File: src/shared/wdog_pkg.sv
// Constants, register map and carrier types of the windowed watchdog
package wdog_pkg;

    // ------------------------------------------------------------------
    // Bus and counter widths
    // ------------------------------------------------------------------
    localparam int unsigned ADDR_W = 8;
    localparam int unsigned DATA_W = 32;
    localparam int unsigned CNT_W  = 24;

    // ------------------------------------------------------------------
    // Register offsets (byte addresses)
    // ------------------------------------------------------------------
    localparam logic [7:0] OFS_MODE    = 8'h00;
    localparam logic [7:0] OFS_TIMEOUT = 8'h04;
    localparam logic [7:0] OFS_FEED    = 8'h08;
    localparam logic [7:0] OFS_COUNT   = 8'h0C;
    localparam logic [7:0] OFS_WARN    = 8'h10;
    localparam logic [7:0] OFS_WINDOW  = 8'h14;

    // ------------------------------------------------------------------
    // Mode register fields
    // ------------------------------------------------------------------
    localparam int unsigned MODE_EN_BIT    = 0;
    localparam int unsigned MODE_RSTEN_BIT = 1;
    localparam int unsigned MODE_TOF_BIT   = 2;
    localparam int unsigned MODE_WARNF_BIT = 3;
    localparam int unsigned MODE_RSTF_BIT  = 4;

    // ------------------------------------------------------------------
    // Reset values and limits
    // ------------------------------------------------------------------
    localparam logic [23:0] TIMEOUT_RST = 24'h0000FF;
    localparam logic [23:0] TIMEOUT_MIN = 24'h0000FF;
    localparam logic [23:0] WARN_RST    = 24'h000000;
    localparam logic [23:0] WINDOW_RST  = 24'hFFFFFF;

    // ------------------------------------------------------------------
    // Feed keys
    // ------------------------------------------------------------------
    localparam logic [7:0] FEED_KEY1 = 8'hAA;
    localparam logic [7:0] FEED_KEY2 = 8'h55;

    // ------------------------------------------------------------------
    // Timing
    // ------------------------------------------------------------------
    localparam int unsigned TICK_NOMINAL_KHZ = 500;
    localparam logic [1:0]  PRESCALE_LAST    = 2'h3;
    localparam logic [3:0]  RST_PULSE_LAST   = 4'h7;

    // ------------------------------------------------------------------
    // Types
    // ------------------------------------------------------------------
    typedef struct packed {
        logic [7:0]  addr;
        logic [31:0] wdata;
        logic        wr;
        logic        rd;
    } reg_req_type;

    typedef enum logic [1:0] {
        FEED_IDLE  = 2'b01,
        FEED_ARMED = 2'b10
    } feed_state_type;

endpackage : wdog_pkg

File: src/wdog_prescaler.sv
// Watchdog tick synchroniser and divide-by-four prescaler
`timescale 1ns/100ps
`default_nettype none

module wdog_prescaler (
    input  wire logic sys_clk_i,
    input  wire logic arst_n_i,
    input  wire logic tick_clk_i,
    input  wire logic run_i,
    output logic      step_o
);

    logic       sync1_q;
    logic       sync2_q;
    logic       prev_q;
    logic [1:0] div_q;
    logic [1:0] div_d;
    logic       step_q;
    logic       step_d;
    logic       edge_w;

    // ------------------------------------------------------------------
    // Two-stage synchroniser and edge history of the tick clock
    // ------------------------------------------------------------------
    always_ff @(posedge sys_clk_i or negedge arst_n_i) begin
        if (!arst_n_i) begin
            sync1_q <= 1'b0;
            sync2_q <= 1'b0;
            prev_q  <= 1'b0;
        end else begin
            sync1_q <= tick_clk_i;
            sync2_q <= sync1_q;
            prev_q  <= sync2_q;
        end
    end

    assign edge_w = sync2_q & ~prev_q;

    // Divider steps the counter once per four tick edges
    always_comb begin
        div_d  = div_q;
        step_d = 1'b0;
        if (!run_i) begin
            div_d = 2'h0;
        end else if (edge_w) begin
            div_d = div_q + 2'h1;
            if (div_q == wdog_pkg::PRESCALE_LAST) begin
                step_d = 1'b1;                          // (RULE7) (RULE8)
            end
        end
    end

    // Divider registers
    always_ff @(posedge sys_clk_i or negedge arst_n_i) begin
        if (!arst_n_i) begin
            div_q  <= 2'h0;
            step_q <= 1'b0;
        end else begin
            div_q  <= div_d;
            step_q <= step_d;
        end
    end

    assign step_o = step_q;

endmodule : wdog_prescaler

`default_nettype wire

File: src/windowed_watchdog.sv
// Windowed watchdog: register slave, feed checker, counter and fault response
//
// Operation
// (RULE1) Expiry without reload resets the chip; the code does so only with reset enable set, else it sets the timeout flag
// (RULE2) Windowed mode: reload only inside permitted window
// (RULE3) Warning flag when count reaches warning value
// (RULE4) Enable sticks until hardware or watchdog event
// (RULE5) Bad feed sequence gives reset or interrupt
// (RULE6) Flag records watchdog caused the reset
// (RULE7) 24-bit counter stepped through a prescaler
// (RULE8) Period 256x4 to 2^24x4 tick cycles
// (RULE9) Dedicated free-running tick oscillator clocks it
// (RULE10) Feed is two key writes, then reload
//
// Added by the designer: the register addresses and the strobed register port.
`timescale 1ns/100ps
`default_nettype none

module windowed_watchdog (
    input  wire logic                 sys_clk_i,
    input  wire logic                 arst_n_i,
    input  wire logic                 wdog_tick_clock_i,
    input  wire wdog_pkg::reg_req_type reg_req_i,
    output logic [31:0]               rd_data_o,
    output logic                      chip_reset_o,
    output logic                      wdog_irq_o
);

    // ------------------------------------------------------------------
    // State
    // ------------------------------------------------------------------
    logic        en_q,      en_d;
    logic        rsten_q,   rsten_d;
    logic        tof_q,     tof_d;
    logic        warnf_q,   warnf_d;
    logic        rstf_q,    rstf_d;
    logic [23:0] timeout_q, timeout_d;
    logic [23:0] warn_q,    warn_d;
    logic [23:0] window_q,  window_d;
    logic [23:0] count_q,   count_d;
    logic [3:0]  pulse_q,   pulse_d;
    logic        crst_q,    crst_d;
    logic        irq_q,     irq_d;
    logic [31:0] rdata_q,   rdata_d;
    wdog_pkg::feed_state_type feed_q, feed_d;

    logic        step_w;
    logic        hit_w;
    logic        wr_mode_w;
    logic        wr_feed_w;
    logic        key1_w;
    logic        key2_w;
    logic        feed_ok_w;
    logic        feed_bad_w;
    logic        win_bad_w;
    logic        expire_w;
    logic        fault_w;
    logic [31:0] wd_w;

    // ------------------------------------------------------------------
    // Tick synchroniser and prescaler
    // ------------------------------------------------------------------
    wdog_prescaler u_prescaler (
        .sys_clk_i  (sys_clk_i),
        .arst_n_i   (arst_n_i),
        .tick_clk_i (wdog_tick_clock_i),                // (RULE9)
        .run_i      (en_q),
        .step_o     (step_w)
    );

    // ------------------------------------------------------------------
    // Access decode
    // ------------------------------------------------------------------
    assign wd_w      = reg_req_i.wdata;
    assign hit_w     = reg_req_i.wr | reg_req_i.rd;
    assign wr_mode_w = reg_req_i.wr & (reg_req_i.addr == wdog_pkg::OFS_MODE);
    assign wr_feed_w = reg_req_i.wr & (reg_req_i.addr == wdog_pkg::OFS_FEED);
    assign key1_w    = wr_feed_w & (wd_w[7:0] == wdog_pkg::FEED_KEY1);
    assign key2_w    = wr_feed_w & (wd_w[7:0] == wdog_pkg::FEED_KEY2);

    // ------------------------------------------------------------------
    // Feed sequence checker
    // ------------------------------------------------------------------
    always_comb begin
        feed_d     = feed_q;
        feed_ok_w  = 1'b0;
        feed_bad_w = 1'b0;
        case (feed_q)
            wdog_pkg::FEED_IDLE: begin
                if (key1_w) begin
                    feed_d = wdog_pkg::FEED_ARMED;
                end else if (wr_feed_w) begin
                    feed_bad_w = en_q;                  // (RULE5)
                end
            end
            wdog_pkg::FEED_ARMED: begin
                if (key2_w) begin
                    feed_ok_w = 1'b1;                   // (RULE10)
                    feed_d    = wdog_pkg::FEED_IDLE;
                end else if (key1_w) begin
                    feed_d = wdog_pkg::FEED_ARMED;
                end else if (hit_w) begin
                    feed_bad_w = en_q;                  // (RULE5) (RULE10)
                    feed_d     = wdog_pkg::FEED_IDLE;
                end
            end
            default: begin
                feed_d = wdog_pkg::FEED_IDLE;
            end
        endcase
    end

    // Feed inside the forbidden early part of the window is a fault
    assign win_bad_w = feed_ok_w & en_q & (count_q > window_q);   // (RULE2)
    assign expire_w  = en_q & step_w & (count_q == 24'h000000);   // (RULE1)
    assign fault_w   = expire_w | feed_bad_w | win_bad_w;

    // ------------------------------------------------------------------
    // Control, configuration and flags
    // ------------------------------------------------------------------
    always_comb begin
        en_d      = en_q;
        rsten_d   = rsten_q;
        tof_d     = tof_q;
        warnf_d   = warnf_q;
        rstf_d    = rstf_q;
        timeout_d = timeout_q;
        warn_d    = warn_q;
        window_d  = window_q;
        if (wr_mode_w) begin
            en_d    = en_q | wd_w[wdog_pkg::MODE_EN_BIT];          // (RULE4)
            rsten_d = rsten_q | wd_w[wdog_pkg::MODE_RSTEN_BIT];
            tof_d   = tof_q & ~wd_w[wdog_pkg::MODE_TOF_BIT];
            warnf_d = warnf_q & ~wd_w[wdog_pkg::MODE_WARNF_BIT];
            rstf_d  = rstf_q & ~wd_w[wdog_pkg::MODE_RSTF_BIT];
        end
        if (reg_req_i.wr && reg_req_i.addr == wdog_pkg::OFS_TIMEOUT) begin
            // Values below the floor are raised to it
            if (wd_w[23:0] < wdog_pkg::TIMEOUT_MIN) begin
                timeout_d = wdog_pkg::TIMEOUT_MIN;      // (RULE8)
            end else begin
                timeout_d = wd_w[23:0];
            end
        end
        if (reg_req_i.wr && reg_req_i.addr == wdog_pkg::OFS_WARN) begin
            warn_d = wd_w[23:0];
        end
        if (reg_req_i.wr && reg_req_i.addr == wdog_pkg::OFS_WINDOW) begin
            window_d = wd_w[23:0];
        end
        // Hardware events set after any clear, so a set is never lost
        if (en_q && step_w && count_q == warn_q) begin
            warnf_d = 1'b1;                             // (RULE3)
        end
        if (fault_w) begin
            en_d = 1'b0;                                // (RULE4)
            if (rsten_q) begin
                rstf_d = 1'b1;                          // (RULE6)
            end else begin
                tof_d = 1'b1;                           // (RULE5)
            end
        end
    end

    always_ff @(posedge sys_clk_i or negedge arst_n_i) begin
        if (!arst_n_i) begin
            en_q      <= 1'b0;
            rsten_q   <= 1'b0;
            tof_q     <= 1'b0;
            warnf_q   <= 1'b0;
            rstf_q    <= 1'b0;
            timeout_q <= wdog_pkg::TIMEOUT_RST;
            warn_q    <= wdog_pkg::WARN_RST;
            window_q  <= wdog_pkg::WINDOW_RST;
            feed_q    <= wdog_pkg::FEED_IDLE;
        end else begin
            en_q      <= en_d;
            rsten_q   <= rsten_d;
            tof_q     <= tof_d;
            warnf_q   <= warnf_d;
            rstf_q    <= rstf_d;
            timeout_q <= timeout_d;
            warn_q    <= warn_d;
            window_q  <= window_d;
            feed_q    <= feed_d;
        end
    end

    // ------------------------------------------------------------------
    // Down counter
    // ------------------------------------------------------------------
    always_comb begin
        count_d = count_q;
        if (!en_q) begin
            count_d = timeout_q;                        // Preloaded while idle
        end else if (feed_ok_w && !win_bad_w) begin
            count_d = timeout_q;                        // (RULE10)
        end else if (step_w && count_q != 24'h000000) begin
            count_d = count_q - 24'h000001;             // (RULE7)
        end
    end

    always_ff @(posedge sys_clk_i or negedge arst_n_i) begin
        if (!arst_n_i) begin
            count_q <= wdog_pkg::TIMEOUT_RST;
        end else begin
            count_q <= count_d;
        end
    end

    // ------------------------------------------------------------------
    // Chip reset pulse, interrupt level and read data
    // ------------------------------------------------------------------
    always_comb begin
        pulse_d = pulse_q;
        crst_d  = 1'b0;
        if (fault_w && rsten_q) begin
            pulse_d = wdog_pkg::RST_PULSE_LAST;
            crst_d  = 1'b1;                             // (RULE1) (RULE5)
        end else if (pulse_q != 4'h0) begin
            pulse_d = pulse_q - 4'h1;
            crst_d  = 1'b1;
        end
        irq_d   = tof_d | warnf_d;                      // (RULE3)
        rdata_d = 32'h00000000;
        if (reg_req_i.rd) begin
            case (reg_req_i.addr)
                wdog_pkg::OFS_MODE: begin
                    rdata_d[wdog_pkg::MODE_EN_BIT]    = en_q;
                    rdata_d[wdog_pkg::MODE_RSTEN_BIT] = rsten_q;
                    rdata_d[wdog_pkg::MODE_TOF_BIT]   = tof_q;
                    rdata_d[wdog_pkg::MODE_WARNF_BIT] = warnf_q;
                    rdata_d[wdog_pkg::MODE_RSTF_BIT]  = rstf_q;   // (RULE6)
                end
                wdog_pkg::OFS_TIMEOUT: rdata_d[23:0] = timeout_q;
                wdog_pkg::OFS_COUNT:   rdata_d[23:0] = count_q;
                wdog_pkg::OFS_WARN:    rdata_d[23:0] = warn_q;
                wdog_pkg::OFS_WINDOW:  rdata_d[23:0] = window_q;
                default:               rdata_d = 32'h00000000;
            endcase
        end
    end

    always_ff @(posedge sys_clk_i or negedge arst_n_i) begin
        if (!arst_n_i) begin
            pulse_q <= 4'h0;
            crst_q  <= 1'b0;
            irq_q   <= 1'b0;
            rdata_q <= 32'h00000000;
        end else begin
            pulse_q <= pulse_d;
            crst_q  <= crst_d;
            irq_q   <= irq_d;
            rdata_q <= rdata_d;
        end
    end

    assign rd_data_o    = rdata_q;
    assign chip_reset_o = crst_q;
    assign wdog_irq_o   = irq_q;

endmodule : windowed_watchdog

`default_nettype wire

File: config.mk
export PLATFORM = sky130hd
export DESIGN_NAME = windowed_watchdog
export DESIGN_NICKNAME = d
export VERILOG_FILES = /design/src/shared/wdog_pkg.sv /design/src/wdog_prescaler.sv /design/src/windowed_watchdog.sv
export SDC_FILE = /design/constraint.sdc
export NUM_CORES = 1
export LEC_CHECK = 0
export ABC_AREA = 1
export BUFFER_PORTS_ARGS = -buffer_cell sky130_fd_sc_hd__buf_2
export CORE_ASPECT_RATIO = 0.6
export CORE_UTILIZATION = 50
export DETAILED_ROUTE_END_ITERATION = 6
export GPL_ROUTABILITY_DRIVEN = 0
export PLACE_DENSITY_LB_ADDON = 0.25
export SYNTH_ARGS = -nofsm -noshare
export SYNTH_HDL_FRONTEND = slang
export SYNTH_SLANG_ARGS = --single-unit
File: constraint.sdc
create_clock -name sys_clk_i -period 2.6 [get_ports sys_clk_i]
set_clock_uncertainty 0.1 [all_clocks]
set_input_delay 0.52 -clock sys_clk_i [delete_from_list [all_inputs] [get_ports sys_clk_i]]
set_output_delay 0.52 -clock sys_clk_i [all_outputs]
set_load 0.01 [all_outputs]
# Word level (Yosys, flattened, before mapping)

Index checks and enable logic that the tools add are counted.
Widths: inputs -> output; s select.

Register bits: 147
Word-level logic and storage cells: 116

Reduce and logical (&&, ||, !) cells: 16
Bitwise logic cells: 22
Equal/unequal tests: 15
$lt $le $gt $ge: 2
Add/sub/neg operators: 3
Mux-type cells: 39

Operators with widths:

| operator              | number |
|---|---|
| $mux 24               | 5 |
| $pmux 19 s4           | 1 |
| $pmux 5 s5            | 1 |
| $eq 24x24->1          | 1 |
| $gt 24x24->1          | 1 |
| $logic_not 24->1      | 1 |
| $lt 24x8->1 const B   | 1 |
| $reduce_bool 24->1    | 1 |
| $sub 24x1->24 const B | 1 |
| $mux 1                | 22 |
| $eq 8x4->1 const B    | 2 |
| $eq 8x5->1 const B    | 2 |
| $and 1x1->1           | 12 |
| $mux 2                | 6 |
| $eq 8x3->1 const B    | 1 |
| $eq 8x7->1 const B    | 1 |
| $eq 8x8->1 const B    | 1 |
| $logic_and 1x1->1     | 8 |
| $logic_not 8->1       | 1 |
| $mux 4                | 2 |
| $or 1x1->1            | 6 |
| $eq 2x2->1 const B    | 2 |
| $ne 4x4->1 const B    | 1 |
| $not 1->1             | 4 |
| other kinds (12)      | 13 |

# Depth between registers and ports, before layout

Depth in word-level cells: 11
Mapped depth: 17
Gate-level depth less buffers: 16

# Modules after synthesis

A second synthesis with hierarchy kept.

Cell total of the unflattened synthesis: 979
Area, all modules: 7,901.3 um2

By module, submodules not included:

| module            | cells each | sequential area each (um2) | instances | area each (um2) |
|---|---|---|---|---|
| windowed_watchdog | 960        | 3,379.5                    | 1         | 7,684.9 |
| wdog_prescaler    | 19         | 150.1                      | 1         | 216.5 |

# Worst setup path after synthesis

No wires, ideal clock.

Path kind: flip-flop to flip-flop
From: register window_q[23]
To: register count_q[17]
Period minus slack after synthesis: 2,117 ps
Arrival time: 1,893 ps
Path slack: 483 ps
Stages on the path, launching flop included: 16
Required time: 2,376 ps
Path through: dfstp_2 inv_1 ha_1 nand2_1 nor2_1 nand3_1 nor2_1 nand2_1 nand2_1 nor2_1 nand2_2 nand2_2 buf_6 buf_6 nand3_1 nand3_1

Longest elaborated chain between the ends: 6

RTL lines:

| item                     | RTL line                 | source |
|---|---|---|
| start: declaration       | windowed_watchdog.sv:39  | `logic [23:0] window_q, window_d;` |
| start signal: assignment | windowed_watchdog.sv:174 | `window_q <= wdog_pkg::WINDOW_RST;` |
| start signal: assignment | windowed_watchdog.sv:184 | `window_q <= window_d;` |
| $gt 24x24->1 *           | windowed_watchdog.sv:114 | `assign win_bad_w = feed_ok_w & en_q & (count_q > window_q);` |
| $and 1x1->1 *            | windowed_watchdog.sv:114 |  |
| $logic_not 1->1 *        | windowed_watchdog.sv:196 | `end else if (feed_ok_w && !win_bad_w) begin` |
| $logic_and 1x1->1 *      | windowed_watchdog.sv:196 |  |
| $mux 24                  | windowed_watchdog.sv:196 |  |
| $mux 24                  | windowed_watchdog.sv:194 | `if (!en_q) begin` |
| end signal: assignment   | windowed_watchdog.sv:205 | `count_q <= wdog_pkg::TIMEOUT_RST;` |
| end signal: assignment   | windowed_watchdog.sv:207 | `count_q <= count_d;` |
| end: declaration         | windowed_watchdog.sv:40  | `logic [23:0] count_q, count_d;` |

Mark *: on every way between the ends. The rest lies on a longest branch, timed or not.
A chain may end at the register's enable or synchronous reset.

# Final worst setup path

From: register window_q[11]
To: register count_q[19]

Same word-level chain as after synthesis.

==> impl_results.md <==
* Antenna diode count at 0
* Largest net degree at the start of global routing at 52
* CTS max path bufs at 2
* Register area at about 0.0035 sq mm
* Library cell contributing the largest single delay on the critical path: dfstp_2
* CP peak stage delay at 0.54 ns
* Worst path buffer plus inverter count at 2
* Area post-placement at 0.00838 sq mm
* Sw frac at between 30% and 40%
* Number of buffers inserted during clock tree synthesis at 17
* Async set-or-reset flop fraction in the synthesized netlist at between 90% and 100%
* Post-placement worst setup slack at between 0.1 and 0.15 ns
* Top cells by instance count after synthesis: nand2_1 (200), inv_1 (115), nand3_1 (112)
* Number of violations of the max-capacitance limit at 0
* Arr. time, crit path at between 2 and 3 ns
* Comb power frac at 18.8%
* Skew-Pair Late Insertion Delay at 0.42 ns
* Total negative setup slack at 0 ns
* Placeable core region at 0.0148 sq mm
* Length of the first detailed-routing pass in iterations at 5
* CTS tree: built
* # DRC at 0
* Final Max Tran Viols at 0
* Final hold violation count at 0
* Count of yosys warnings during synthesis at 0
* Commonest register cell after synthesis: dfrtp_1
* PwrDens at roughly 660 mW/mm^2
* Overflow left after global routing at 0
* Count of non-filler cells in the finished layout at 1265
* Switching power summed over all nets at 1.83 mW
* Number of top-level pins at 79
* Clk pin slew, worst setup/hold paths at 0.07 ns
* Vias in the first global route at 6654
* FF-to-FF Start: window_q[11]
* Remaining antenna violation count at 0
* Vertical die dimension at 98.5 um
* Cell with the most instances after synthesis: nand2_1
* CTS root buffer: clkbuf_16
* Outcome: complete, no violations
* Post-Synth Adder-Cell Area at 4.84%
* Row count at 34
* Total design power at 5.92 mW
* Fmax at just over 0.4 GHz
* Gate count of the mapped netlist at 980
* Leakage at 4.23 nW
* Source of the worst hold timing path: wdog_tick_clock_i
* Initial drt markers at 865
* Smallest setup slack after layout at 0.172 ns
* Top Family by Delay on Critical Path: simple AND/OR/NAND/NOR gates
* Hold WC Path Type: input port to flip-flop
* Core occupancy in the finished layout at 60.4%
* Count of port buffers added during placement at 62
* Post-synthesis instance area at 0.00776 sq mm
* Part of the Yosys area used for sequential elements at 45.5%
* Final cycle utilization of the critical path at 93.4%
* Avg Vias per Cell at 5.63
* Headroom to the max-slew limit at 48.6%
* Internal cell power at 4.10 mW
* Global-route wire length before repair at 35800 um
* Cell Chain, Critical Path: inv_1 -> ha_1 -> nand2_1 -> nor2_2 -> nand3_1 -> nor2_1 -> nand2_1 -> nand2_1 -> nor2_1 -> nand2_2 -> nand2_2 -> buf_4 -> nand3_1 -> nand3_1
* Fillers at 1356
* Crit path capture type: flip-flop
* Worst vdd ir at 0.000398 V
* Number of antenna violations at the first check in global routing at 0
* Detail-routed net length per standard cell at between 15 and 20 um
* Tot GR Track Use at between 20% and 30%
* DIE AREA at 0.0160 sq mm
* Worst Setup Path Type: flip-flop to flip-flop
* Min Clock Period, post-route at about 2.4 ns
* Final nets at 1129
* Largest fanout of any net on the critical path at 18
* Post-route worst hold slack at 0.106 ns
* Average instance area after synthesis at just under 8 sq um
* Number of clock sinks seen by CTS at about 140
* RSZ-0062 raised after global routing: false
* Share of synthesized cell area in and, or, nand and nor gates at 24.8%
* Origin of the worst setup path: window_q[11]
* Cell type contributing the most total cell area after synthesis: dfrtp_1
* Routed wire length at 22300 um
* Worst-Margin Slew at 0.766 ns
* Final Cell Area at 0.00895 sq mm
* Area of combinational cells with multiple inputs at around 0.0036 sq mm
* Main area contributors after synthesis: dfrtp_1 (32%), dfstp_2 (14%), nand2_1 (9.7%)
* Main combinational cell family by area after synthesis: simple AND/OR/NAND/NOR gates
* Xor/xnor share of the synthesized area at roughly 2.9%
* Total instance count after detailed placement at approximately 1200
* Post-synth top area share at 31.6%
* Sequential fraction of design power at 42.1%
* Number of library cell types mapped by synthesis at 40
* Post-synthesis mux area share at 0%
* Seq cells post-synth at 139
* X dimension of the die at 163 um
* Number of vias after detailed routing at just over 7000
* Ratio of cells with drive above 1 in the final layout at between 15 and 20%
* Synth-to-layout area growth at 15.3%
* Type of element launching the critical path: flip-flop
* HPWL reported at the end of detailed placement at 16000 um
* Endpoints failing setup at 0
* Depth of the CTS H-tree at 4
* Post-synth EDFFs at 0
* Post-synthesis compound-gate area fraction at 12.7%
* Share of power burned in the clock network at between 30% and 40%
* Initial Utilization at roughly 52%
* Required time at the endpoint of the critical path at around 2.8 ns
sequential cells by signal (all words and copies together) (netlist names):
register / flops
chip_reset_o: 1
count_q: 24
en_q: 1
feed_q: 2
pulse_q: 4
rd_data_o: 24
rsten_q: 1
rstf_q: 1
timeout_q: 24
tof_q: 1
u_prescaler.div_q: 2
u_prescaler.prev_q: 1
u_prescaler.step_o: 1
u_prescaler.sync1_q: 1
u_prescaler.sync2_q: 1
warn_q: 24
warnf_q: 1
wdog_irq_o: 1
window_q: 24
layout make-up:
type	count	area share (%)
Multi-Input combinational cell	681	39.7
Sequential cell	139	39.4
Timing Repair Buffer	94	6.81
Inverter	121	5.08
Clock buffer	19	4.84
Tap cell	198	2.77
Clock inverter	13	1.34
worst register-to-register path, stage by stage (launching register included):
cell,delay [ns]
dfstp_2,0.54
inv_1,0.05
ha_1,0.29
nand2_1,0.08
nor2_2,0.21
nand3_1,0.10
nor2_1,0.16
nand2_1,0.07
nand2_1,0.06
nor2_1,0.06
nand2_2,0.11
nand2_2,0.09
buf_4,0.21
nand3_1,0.11
nand3_1,0.09
metal layers:
layer | GRT usage (%) | up-vias | share of wire (%)
met2 | 39.4 | 367 | 39
met4 | 7.12 | 0 | 1.1
li1 | - | 3374 | -
met5 | 2.73 | - | 0
met3 | 9.68 | 26 | 13
met1 | 44.3 | 3352 | 47
layout by cell type, fill, tap and decap left out, types with 24 or more instances in the layout:
cell type and count:
buf_4 27, dfrtp_1 98, ha_1 30, nand2_1 199
nor2_1 86, o21ai_0 97, xor2_1 24, nand3_1 112
inv_1 115, dfstp_2 41, buf_2 61
power by group through the flow:
stage / Combinational, mW / Sequential, mW / Clock, mW
final: 1.12 / 2.50 / 2.31
after CTS: 1.10 / 2.49 / 2.32
after detailed placement: 1.08 / 2.52 / 0
after floorplan: 0.769 / 2.48 / 0
after global routing: 1.27 / 2.51 / 2.42
after global placement: 1.06 / 2.52 / 0
kinds of logic (layout without fill, tap and decap cells):
group                      count (synthesis)  after routing
adders and majority gates                 30             30
DFF                                      139            139
other                                      1              8
buffers and inverters                    167            247
AOI/OAI and AO/OA                        173            173
and+or+nand+nor                          444            444
xor gates and xnor gates                  26             26
worst paths after layout:
| path | end | slack (ns) | cells after the start |
|---|---|---|---|
| setup / recovery | count_q[19] | 0.17 | 14 |
| setup reg to reg | count_q[19] | 0.17 | 14 |
| min in group asynchronous | rd_data_o[4] | 0.55 | 2 |
| max in group asynchronous | window_q[20] | 1.15 | 3 |
| hold reg to reg | u_prescaler.sync2_q | 0.25 | 0 |
| hold / removal | u_prescaler.sync1_q | 0.11 | 1 |
repair_timing:
item | 4_1_cts | 5_1_grt
hold buffers | 1 | 0
endpoints found under the hold margin | 9 | 0
gates resized for setup | 0 | 4
setup endpoints to repair | 0 | 15
buffers inserted | 0 | 0
(Power assumes the default switching activity.)
